===== src/core/eeprom_cmd_pkg.sv =====
// constants, opcodes and state types of the serial eeprom command block
// assumes a single 50 MHz system clock; nothing else is shared
package eeprom_cmd_pkg;

	// =========================================================
	// timing
	localparam int CLK_HZ       = 50_000_000;
	localparam int CLK_NS       = 1_000_000_000 / CLK_HZ;
	localparam int PROG_TIME_NS = 5_000_000;                // program/erase pulse width
	localparam int PROG_CYCLES  = PROG_TIME_NS / CLK_NS;    // longest time, rounds down
	localparam int PROG_CNT_W   = 18;

	// =========================================================
	// array and frame geometry
	localparam int BYTES        = 128;
	localparam int AW8          = 7;                        // byte address bits
	localparam int AW16         = 6;                        // word address bits
	localparam int HDR8_BITS    = 9;                        // opcode + 7 address bits
	localparam int HDR16_BITS   = 8;                        // opcode + 6 address bits
	localparam int DATA8_BITS   = 8;
	localparam int DATA16_BITS  = 16;
	localparam int CNT_W        = 5;
	localparam logic [7:0] ERASED_BYTE = 8'hff;

	// =========================================================
	// opcodes and sub-codes (top two address bits of opcode 00)
	localparam logic [1:0] OPC_SPECIAL = 2'h0;
	localparam logic [1:0] OPC_WRITE   = 2'h1;
	localparam logic [1:0] OPC_READ    = 2'h2;
	localparam logic [1:0] OPC_ERASE   = 2'h3;
	localparam logic [1:0] SUB_DISABLE = 2'h0;
	localparam logic [1:0] SUB_FILL    = 2'h1;
	localparam logic [1:0] SUB_CLEAR   = 2'h2;
	localparam logic [1:0] SUB_ENABLE  = 2'h3;

	// =========================================================
	// types
	typedef enum logic [2:0] {
		FR_IDLE = 3'b000,
		FR_HEAD = 3'b001,
		FR_DATA = 3'b010,
		FR_READ = 3'b011,
		FR_DONE = 3'b100
	} frame_t;

	typedef enum logic [2:0] {
		OP_NONE  = 3'b000,
		OP_WRITE = 3'b001,
		OP_ERASE = 3'b010,
		OP_CLEAR = 3'b011,
		OP_FILL  = 3'b100
	} op_t;

endpackage


===== src/core/serial_eeprom_ctrl.sv =====
// instruction decoder, permission latch and self-timed program/erase engine
// of a 1 kb three-wire serial eeprom with a 128-byte array
// assumes the four link pins are asynchronous to CLK_I and the serial clock is far slower
`timescale 1ns/1ps
module serial_eeprom_ctrl
	import eeprom_cmd_pkg::*;
#(
	parameter int PROG_CYC = PROG_CYCLES
) (
	// system
	input  wire logic CLK_I,
	input  wire logic RESET_N_I,
	// serial link pins
	input  wire logic CHIP_SELECT_I,
	input  wire logic SERIAL_CLOCK_I,
	input  wire logic SERIAL_IN_I,
	input  wire logic WIDTH_SELECT_I,
	// serial output pin
	output logic      SERIAL_OUT_O,
	output logic      SERIAL_OUT_OE_O
);

	// =========================================================
	// decoding helpers
	function automatic logic [1:0] sub_code(input logic [6:0] a, input logic x16);
		sub_code = x16 ? a[5:4] : a[6:5];
	endfunction

	function automatic logic [CNT_W-1:0] last_bit(input logic x16, input logic data);
		if (data)
			last_bit = x16 ? CNT_W'(DATA16_BITS - 1) : CNT_W'(DATA8_BITS - 1);
		else
			last_bit = x16 ? CNT_W'(HDR16_BITS - 1) : CNT_W'(HDR8_BITS - 1);
	endfunction

	// =========================================================
	// pin synchronisers and edge detection
	logic [3:0] pins_s;
	logic       cs_s, sclk_s, sdin_s, wsel_s;
	logic       cs_p_q, sclk_p_q;
	logic       sclk_rise, cs_rise, cs_fall;

	pin_sync #(.WIDTH(4)) pin_sync_i (
		.clk_i     (CLK_I),
		.reset_n_i (RESET_N_I),
		.pin_i     ({CHIP_SELECT_I, SERIAL_CLOCK_I, SERIAL_IN_I, WIDTH_SELECT_I}),
		.pin_o     (pins_s)
	);

	assign {cs_s, sclk_s, sdin_s, wsel_s} = pins_s;

	// previous levels for edge finding
	always_ff @(posedge CLK_I) begin
		if (!RESET_N_I) begin
			cs_p_q   <= 1'b0;
			sclk_p_q <= 1'b0;
		end else begin
			cs_p_q   <= cs_s;
			sclk_p_q <= sclk_s;
		end
	end

	assign sclk_rise = cs_s && sclk_s && !sclk_p_q;
	assign cs_rise = cs_s && !cs_p_q;
	assign cs_fall = !cs_s && cs_p_q;

	// =========================================================
	// frame receiver
	frame_t             frame_q;
	logic [CNT_W-1:0]   bit_cnt_q;
	logic [15:0]        shift_q;
	logic [15:0]        shift_d;
	logic [1:0]         opc_q, opc_d;
	logic [6:0]         addr_q, addr_d;
	logic [15:0]        data_q;
	logic               x16_q;
	logic               busy_q;
	logic               hdr_done;

	assign shift_d  = {shift_q[14:0], sdin_s};
	assign hdr_done = (frame_q == FR_HEAD) && sclk_rise && (bit_cnt_q == last_bit(x16_q, 1'b0));

	// split header into opcode and address
	always_comb begin
		if (x16_q) begin
			opc_d  = shift_d[7:6];
			addr_d = {1'b0, shift_d[5:0]};
		end else begin
			opc_d  = shift_d[8:7];
			addr_d = shift_d[6:0];
		end
	end

	// frame sequencing
	always_ff @(posedge CLK_I) begin
		if (!RESET_N_I) begin
			frame_q   <= FR_IDLE;
			bit_cnt_q <= '0;
			shift_q   <= '0;
			opc_q     <= OPC_READ;
			addr_q    <= '0;
			data_q    <= '0;
			x16_q     <= 1'b1;
		end else if (!cs_s) begin
			frame_q <= FR_IDLE;
		end else if (sclk_rise) begin
			case (frame_q)
				FR_IDLE: begin
					if (sdin_s && !busy_q) begin
						frame_q   <= FR_HEAD;
						bit_cnt_q <= '0;
						x16_q     <= wsel_s;
					end
				end
				FR_HEAD: begin
					shift_q   <= shift_d;
					bit_cnt_q <= bit_cnt_q + CNT_W'(1);
					if (hdr_done) begin
						opc_q     <= opc_d;
						addr_q    <= addr_d;
						bit_cnt_q <= '0;
						if (opc_d == OPC_WRITE ||
						    (opc_d == OPC_SPECIAL && sub_code(addr_d, x16_q) == SUB_FILL))
							frame_q <= FR_DATA;
						else if (opc_d == OPC_READ)
							frame_q <= FR_READ;
						else
							frame_q <= FR_DONE;
					end
				end
				FR_DATA: begin
					shift_q   <= shift_d;
					bit_cnt_q <= bit_cnt_q + CNT_W'(1);
					if (bit_cnt_q == last_bit(x16_q, 1'b1)) begin
						data_q  <= shift_d;
						frame_q <= FR_DONE;
					end
				end
				FR_READ: frame_q <= FR_READ;
				FR_DONE: frame_q <= FR_DONE;    // surplus bits ignored
				default: frame_q <= FR_IDLE;
			endcase
		end
	end

	// =========================================================
	// execution on the falling select edge
	logic       wr_en_q;
	logic       exec, start_op;
	op_t        op_sel;
	logic [1:0] sub;

	assign sub  = sub_code(addr_q, x16_q);
	// falling select ends a complete frame
	assign exec = cs_fall && (frame_q == FR_DONE) && !busy_q;

	always_comb begin
		op_sel = OP_NONE;
		case (opc_q)
			OPC_WRITE: op_sel = OP_WRITE;
			OPC_ERASE: op_sel = OP_ERASE;
			OPC_SPECIAL: begin
				if (sub == SUB_CLEAR)
					op_sel = OP_CLEAR;
				else if (sub == SUB_FILL)
					op_sel = OP_FILL;
			end
			default: op_sel = OP_NONE;
		endcase
	end

	// array operations gated by the latch
	assign start_op = exec && wr_en_q && (op_sel != OP_NONE);

	always_ff @(posedge CLK_I) begin
		if (!RESET_N_I)
			wr_en_q <= 1'b0;
		else if (exec && opc_q == OPC_SPECIAL && sub == SUB_ENABLE)
			wr_en_q <= 1'b1;
		else if (exec && opc_q == OPC_SPECIAL && sub == SUB_DISABLE)
			wr_en_q <= 1'b0;
	end

	// =========================================================
	// self-timed program engine
	logic [PROG_CNT_W-1:0] prog_cnt_q;
	op_t                   op_q;
	logic [6:0]            op_addr_q;
	logic [15:0]           op_data_q;
	logic                  op_x16_q;
	logic                  commit;

	assign commit = busy_q && (prog_cnt_q == '0);

	// counts on the system clock only
	always_ff @(posedge CLK_I) begin
		if (!RESET_N_I) begin
			busy_q     <= 1'b0;
			prog_cnt_q <= '0;
			op_q       <= OP_NONE;
			op_addr_q  <= '0;
			op_data_q  <= '0;
			op_x16_q   <= 1'b1;
		end else if (start_op) begin
			busy_q     <= 1'b1;
			prog_cnt_q <= PROG_CNT_W'(PROG_CYC - 1);
			op_q       <= op_sel;
			op_addr_q  <= addr_q;
			op_data_q  <= data_q;
			op_x16_q   <= x16_q;
		end else if (commit) begin
			busy_q <= 1'b0;
		end else if (busy_q) begin
			prog_cnt_q <= prog_cnt_q - PROG_CNT_W'(1);
		end
	end

	// =========================================================
	// array; odd byte holds the high half of a 16-bit word
	logic [7:0] mem [BYTES];

	always_ff @(posedge CLK_I) begin
		if (commit) begin
			for (int i = 0; i < BYTES; i++) begin
				if (op_q == OP_CLEAR ||
				    op_q == OP_FILL ||
				    (op_x16_q && i[AW8-1:1] == op_addr_q[AW16-1:0]) ||
				    (!op_x16_q && i[AW8-1:0] == op_addr_q)) begin
					if (op_q == OP_ERASE || op_q == OP_CLEAR)
						mem[i] <= ERASED_BYTE;
					else if (op_x16_q && i[0])
						mem[i] <= op_data_q[15:8];
					else
						mem[i] <= op_data_q[7:0];
				end
			end
		end
	end

	// =========================================================
	// read path
	logic [15:0] rd_buf_q;
	logic        rd_bit_q;
	logic        reading;

	assign reading = (frame_q == FR_READ);

	// load and shift read data, dummy zero first
	always_ff @(posedge CLK_I) begin
		if (!RESET_N_I) begin
			rd_buf_q <= '0;
			rd_bit_q <= 1'b0;
		end else if (hdr_done && opc_d == OPC_READ) begin
			rd_bit_q <= 1'b0;
			if (x16_q)
				rd_buf_q <= {mem[{addr_d[AW16-1:0], 1'b1}], mem[{addr_d[AW16-1:0], 1'b0}]};
			else
				rd_buf_q <= {mem[addr_d], 8'h00};
		end else if (reading && sclk_rise) begin
			rd_bit_q <= rd_buf_q[15];
			rd_buf_q <= {rd_buf_q[14:0], 1'b0};
		end
	end

	// =========================================================
	// ready/busy status presentation
	logic poll_q, status_q;

	// show status after a launched operation
	always_ff @(posedge CLK_I) begin
		if (!RESET_N_I) begin
			poll_q   <= 1'b0;
			status_q <= 1'b0;
		end else if (start_op) begin
			poll_q   <= 1'b1;
			status_q <= 1'b0;
		end else if (!cs_s) begin
			status_q <= 1'b0;
		end else if (cs_rise && poll_q) begin
			status_q <= 1'b1;
		end else if (sclk_rise && sdin_s && !busy_q) begin
			// dummy one releases the pin, only when ready
			poll_q   <= 1'b0;
			status_q <= 1'b0;
		end
	end

	// output low while busy, high when ready
	always_ff @(posedge CLK_I) begin
		if (!RESET_N_I) begin
			SERIAL_OUT_O    <= 1'b0;
			SERIAL_OUT_OE_O <= 1'b0;
		end else begin
			SERIAL_OUT_O    <= status_q ? !busy_q : rd_bit_q;
			SERIAL_OUT_OE_O <= status_q || reading;
		end
	end
endmodule


===== src/core/pin_sync.sv =====
// two-stage synchroniser for a group of asynchronous pins
// assumes the inputs may change at any time relative to clk_i
`timescale 1ns/1ps
module pin_sync #(
	parameter int WIDTH = 4
) (
	input  wire logic             clk_i,
	input  wire logic             reset_n_i,
	input  wire logic [WIDTH-1:0] pin_i,
	output logic      [WIDTH-1:0] pin_o
);

	// =========================================================
	// per-bit flop pair; the first stage feeds only the second
	genvar g;
	generate
		for (g = 0; g < WIDTH; g++) begin : g_bit
			logic meta_q;
			always_ff @(posedge clk_i) begin
				if (!reset_n_i) begin
					meta_q   <= 1'b0;
					pin_o[g] <= 1'b0;
				end else begin
					meta_q   <= pin_i[g];
					pin_o[g] <= meta_q;
				end
			end
		end
	endgenerate

endmodule


===== config.mk =====
export PLATFORM = sky130hd
export DESIGN_NAME = serial_eeprom_ctrl
export DESIGN_NICKNAME = d
export VERILOG_FILES = /design/src/core/eeprom_cmd_pkg.sv /design/src/core/serial_eeprom_ctrl.sv /design/src/core/pin_sync.sv
export SDC_FILE = /design/constraint.sdc
export NUM_CORES = 2
export LEC_CHECK = 0
export ABC_CLOCK_PERIOD_IN_PS = 3700
export BUFFER_PORTS_ARGS = -buffer_cell sky130_fd_sc_hd__buf_2
export CORE_MARGIN = 1
export CORE_UTILIZATION = 50
export DETAILED_ROUTE_END_ITERATION = 10
export PLACE_DENSITY = 0.61
export SLEW_MARGIN = 25
export SYNTH_ARGS = -nofsm -noshare
export SYNTH_HDL_FRONTEND = slang
export SYNTH_SLANG_ARGS = --single-unit

===== constraint.sdc =====
create_clock -name CLK_I -period 3.7 [get_ports CLK_I]
set_input_delay 0.74 -clock CLK_I [delete_from_list [all_inputs] [get_ports CLK_I]]
set_output_delay 0.74 -clock CLK_I [all_outputs]
set_load 0.01 [all_outputs]

# After elaboration in Yosys (flattened, before gate mapping)
# Memory sizes are Yosys's and may differ from the RTL's.
# Index checks and enable logic that the tools add are counted.
dict set report word_totals {
  ff_bits 127
  mem_bits_rw 1024
  input_bits 6
  out_inout_bits 2
  word_cells 2081
  mem_count 1
}
dict set report classes {
  addsub 2
  n_eq_ne 212
  muxes 1196
  bitwise_logic 195
  reduce_logical 444
}
# memory words width rd rd_clocked_by_memory_dff wr line_no
set mem_list {}
lappend mem_list {mem 128 8 3 0 128 serial_eeprom_ctrl.sv:220} ;# logic [7:0] mem [BYTES];
# operator count
set ops {}
lappend ops {{8-bit two-way mux} 192}
lappend ops {{1-bit two-way mux} 976}
lappend ops {{7-bit equality test, first input constant} 64}
lappend ops {{6-bit by 7-bit equality test with 1-bit output, first input constant} 32}
lappend ops {{1-bit logical AND} 213}
lappend ops {{1-bit logical OR} 196}
lappend ops {{6-bit equality test, first input constant} 32}
lappend ops {{1-bit OR} 192}
lappend ops {{5-bit by 7-bit equality test with 1-bit output, first input constant} 16}
lappend ops {{5-bit by 6-bit equality test with 1-bit output, first input constant} 16}
lappend ops {{4-bit by 7-bit equality test with 1-bit output, first input constant} 8}
lappend ops {{18-bit two-way mux} 3}
lappend ops {{4-bit by 6-bit equality test with 1-bit output, first input constant} 8}
lappend ops {{16-bit two-way mux} 3}
lappend ops {{5-bit two-way mux} 6}
lappend ops {{3-bit by 7-bit equality test with 1-bit output, first input constant} 4}
lappend ops {{3-bit by 6-bit equality test with 1-bit output, first input constant} 4}
lappend ops {{3-bit two-way mux} 7}
lappend ops {{4-bit AND reduction} 5}
lappend ops {{18-bit zero test} 1}
lappend ops {{18-bit by 1-bit subtractor with 18-bit output, second input constant} 1}
lappend ops {{3-bit case mux with 5 select lines} 1}
lappend ops {{5-bit case mux with 3 select lines} 1}
lappend ops {{2-bit by 7-bit equality test with 1-bit output, first input constant} 2}
lappend ops {{other kinds (28)} 66}

# Longest topological paths before layout
dict set report depth {
  word_depth 9
  mapped_depth 12
}

# Cells and area by module
# From an unflattened synthesis, not the netlist that was laid out.
dict set report unflattened {
  hier_cells 4849
  hier_area_um2 64556.9
}
# module instances cells_each area_per_inst_um2 seq_area_each_um2
set modules_own_cells {}
lappend modules_own_cells {serial_eeprom_ctrl 1 4833 64346.7 33131.8}
lappend modules_own_cells {pin_sync 1 16 210.2 160.2}

# Worst setup path after synthesis
# No wires, ideal clock.
dict set report synth_path {
  path_type {register to register}
  startpoint {reg prog_cnt_q[4]}
  endpoint {mem mem[0][0], data pin}
  setup_time_ns 0.261
  arrival_ns 2.572
  t_required_ns 3.439
  path_slack_ns 0.867
  stages_incl_launch_ff 10
  period_less_slack_ns 2.833
  cell_sequence {dfxtp_1 or4_4 nor4_4 nand2_2 or3_1 clkbuf_1 buf_6 a21oi_1 and2_1 nand2b_1}
}
# item line_no
set synth_lines {}
lappend synth_lines {{start, declared} serial_eeprom_ctrl.sv:186} ;# logic [PROG_CNT_W-1:0] prog_cnt_q;
lappend synth_lines {{start signal, assigned} serial_eeprom_ctrl.sv:206} ;# prog_cnt_q <= PROG_CNT_W'(PROG_CYC - 1);
lappend synth_lines {{start signal, assigned} serial_eeprom_ctrl.sv:214} ;# prog_cnt_q <= prog_cnt_q - PROG_CNT_W'(1);
lappend synth_lines {{end, declared} serial_eeprom_ctrl.sv:220}

==> results <==
- Clock tree synthesis selected as its root buffer the cell sky130_fd_sc_hd__clkbuf_16.
- The filler cell count in the final layout is ~10000.
- Data arrives at the worst endpoint at 4.17 ns.
- The worst setup path is captured at a register.
- The critical-path cell with the highest stage delay is sky130_fd_sc_hd__or3_4.
- The number of buffers and inverters on the critical path is 1.
- The critical path start-end classification is reg2reg.
- The cell type group with the largest total delay on the critical path is simple AND/OR/NAND/NOR gates.
- In this run the number of H-tree levels came out at 4.
- The residual overflow from global routing is 0.
- The worst setup path is launched from a register.
- The setup TNS is 0 ns.
- After detailed routing, the number of vias per cell comes to between 7 and 8.
- In the final layout, the share of cells above drive strength 1 is 0.2631.
- Of all flip-flops after synthesis, the portion carrying an async set or reset was 0.
- The die covers between 100000 and 150000 um2.
- The number of buffers added for setup after CTS is 0.
- The net count of the finished layout is 4906.
- The leading cell type in the layout, fill and taps excluded is sky130_fd_sc_hd__edfxtp_1.
- In this run the cell area of the synthesized design comes to 65030 um2.
- The number of max-slew violations in the final report came to 0.
- The library cells used most frequently in the layout, excluding fill and tap cells, are sky130_fd_sc_hd__edfxtp_1, sky130_fd_sc_hd__o22a_1, sky130_fd_sc_hd__mux4_2.
- The worst-path maximum fanout is 34.
- Of the synthesized area, sequential elements account for 0.5119.
- The static leakage is 23.95 nW.
- Clock tree synthesis found a total of 1151 sinks.
- The post-detailed-route DRC marker count is 0.
- The longest individual stage delay on the worst path is 0.61 ns.
- The number of maximum-capacitance constraint violations is 0.
- The overall die width is ~360 um.
- Power spread over the standard cell area amounts to 370.9 nW/um2.
- The number of antenna violations at the first check in global routing is 17.
- At the worst endpoint, the required time is 4.24 ns.
- The area used by sequential logic in the layout is 33370 um2.
- Of the total power, the share spent switching nets is 0.2170.
- The internal power is 21.09 mW.
- Setup violations remaining at the end of the flow were counted as 0.
- The global-route usage over all layers is 0.4037.
- The clock network power share is 0.472.
- The average routed wire per standard cell is about 40 um.
- The fmax is 275.4 MHz.
- For this run, the detailed router's first-pass iteration total came to 6.
- The dominant synthesized flop cell is sky130_fd_sc_hd__edfxtp_1.
- After synthesis, the mean cell area works out to 13.35 um2.
- 8 I/O pins were placed.
- The design draws 26.94 mW.
- The number of global-route vias before repair is ~46000.
- The number of enable flip-flop cells after synthesis is 1024.
- The max-slew headroom at the worst pin is 0.1966.
- The maximum number of pins on one net before global-route repair is approximately 170.
- For the finished layout, the period the worst path requires is 3.631 ns.
- The number of hold-slack violations in the final timing report is 0.
- The first global-routing pass estimated 369600 um of wire.
- Summed over all nets, the switching power comes to 5.844 mW.
- The count of nets left with antenna violations once routing finished came out at 0.
- After legalization and detailed placement, the total HPWL measured approximately 190000 um.
- The critical path goes through or4_4 -> nor4_4 -> nand2_2 -> or3_4 -> buf_4 -> a21oi_1 -> and2_1 -> nand2b_1.
- During synthesis, Yosys emitted a total of 0 warnings.
- The tightest min-delay check is of the in2reg type.
- Of the total power, registers draw 0.517.
- Clock-pin slew was measured on the worst setup and hold paths at ~0.06 ns.
- The final clock skew is 0.03772 ns.
- The first routing iteration left 9008 violations.
- Counting flops and latches in the post-synthesis netlist gives 1151.
- Synthesis produced a netlist with a net count of 4880.
- The area growth from synthesis to layout is 11.67%.
- The later pin in the worst-skew pair is clocked with a latency of 0.81 ns.
- For the pin with the worst max-slew slack, the measured transition is 1.196 ns.
- After technology mapping, the gate count stands at 4872.
- IR analysis of the VDD net gives a maximum drop of 423.6 uV.
- The longest clock path from root to sink contains 3 buffers.
- Summing all multi-input logic gate instances after layout gives 29480 um2.
- The total wire length after detailed routing is 265000 um.
- The share of the clock period used by the worst path after layout is 0.9813.
- The worst hold-check slack is ~0.15 ns.
- Row generation in the floorplan step produced 131 rows.
- The final cell count without fillers is between 6000 and 7000.
- The total area inside the core boundary comes to 128300 um2.
- The TritonCTS clock tree is built.
- The number of buffers inserted by port buffering is 7.
- After clock tree synthesis, the flow added hold-fix buffers numbering 0.
- The final route contains 49210 vias.
- The flow ran to the end, and the final reports show no timing, DRC or antenna violations.
- The routability-driven placement congestion ratio is 1.090.
- Of the total power, combinational logic draws 0.011.
- The starting utilization of the core area is 0.5067.
- The number of placed instances, taps included, is 6495.
- The count of instances resized after the clock tree is built is 0.
- Setup repair after global routing left no endpoint under its margin.
- The die is 362.7 um tall.
- The number of buffers created by CTS is 130.
- For this run, the share of the core covered by cells in the final layout is 0.5659.
- After synthesis, the netlist uses 88 different library cells.
## power groups by stage
stage | Clock, mW | Combinational [mW] | Sequential (mW)
after floorplan | 0 | 0.222 | 14.2
after detailed placement | 0 | 0.304 | 14.2
after CTS | 12.8 | 0.304 | 13.9
final | 12.7 | 0.304 | 13.9
after global routing | 13.2 | 0.321 | 13.9
after global placement | 0 | 0.302 | 14.2
## through the flow
| step | setup WS [ns] | cell area [um2] |
|---|---|---|
| 2_1_floorplan | 0.8673 | 65030 |
| 3_3_place_gp | 0.1718 | 68560 |
| 3_5_place_dp | 0.1205 | 68570 |
| 4_1_cts | 0.1305 | 72610 |
| 5_1_grt | 0.02573 | 72610 |
| 6_report | 0.06901 | 72630 |
## worst paths after layout
path,slack [ns],startpoint,cells past startpoint,end
setup / recovery,0.07,prog_cnt_q[4],8,mem[0][7]
hold / removal,0.15,WIDTH_SELECT_I,2,pin_sync_i.g_bit[0].meta_q
setup reg to reg,0.07,prog_cnt_q[4],8,mem[0][7]
hold reg to reg,0.43,data_q[6],2,op_data_q[6]
## state kept, by name (all words and copies together) (netlist names), 2 cells and up
register,flops
data_q,16
rd_buf_q,16
bit_cnt_q,5
frame_q,3
prog_cnt_q,18
mem,1024
shift_q,15
op_addr_q,7
pin_sync_i.pin_o,4
pin_sync_i.g_bit.meta_q,4
addr_q,7
opc_q,2
op_q,3
op_data_q,16
## synthesized netlist by cell type, drive strengths merged, types with 117 or more instances
cell / count / area [um2]
buf: 174 / 1005
a21oi: 124 / 635.6
dfxtp: 127 / 2542
clkbuf: 313 / 1175
o21ai: 117 / 585.6
o22a: 516 / 4519
nand2: 296 / 1319
edfxtp: 1024 / 30750
nor2: 326 / 1599
mux4: 495 / 11150
or3: 215 / 1345
mux2i: 161 / 1612
nand2b: 251 / 1570
## kinds of logic (layout without fill, tap and decap cells)
logic type                 after synthesis  in the layout  share of synthesized area
AOI/OAI and AO/OA                     1032           1032                     0.1205
xor gates and xnor gates                22             22                   0.002963
and+or+nand+nor                       1460           1460                     0.1285
DFF                                   1151           1151                     0.5119
buffers and inverters                  528            651                    0.03588
other                                    0              6                          0
muxes                                  677            677                     0.1998
adders and majority gates                2              2                  0.0003847
## cell type report
class | count | area share
tap | 1729 | 0.02979
clock buffer | 167 | 0.04727
clock inverter | 62 | 0.008424
timing repair buffer | 381 | 0.04672
multi-input combinational | 3193 | 0.4060
sequential | 1151 | 0.4595
inverter | 41 | 0.002153
antenna | 6 | 0.0002067
## metal layers
metal,vias up,share of wire,track usage,routed length [um]
li1,19420,-,-,-
met1,25220,0.37,0.5529,98650
met2,3794,0.43,0.5882,114300
met3,757,0.13,0.1127,35130
met4,20,0.063,0.2064,16810
met5,-,0.00068,0.003700,180
(Power assumes the default switching activity.)
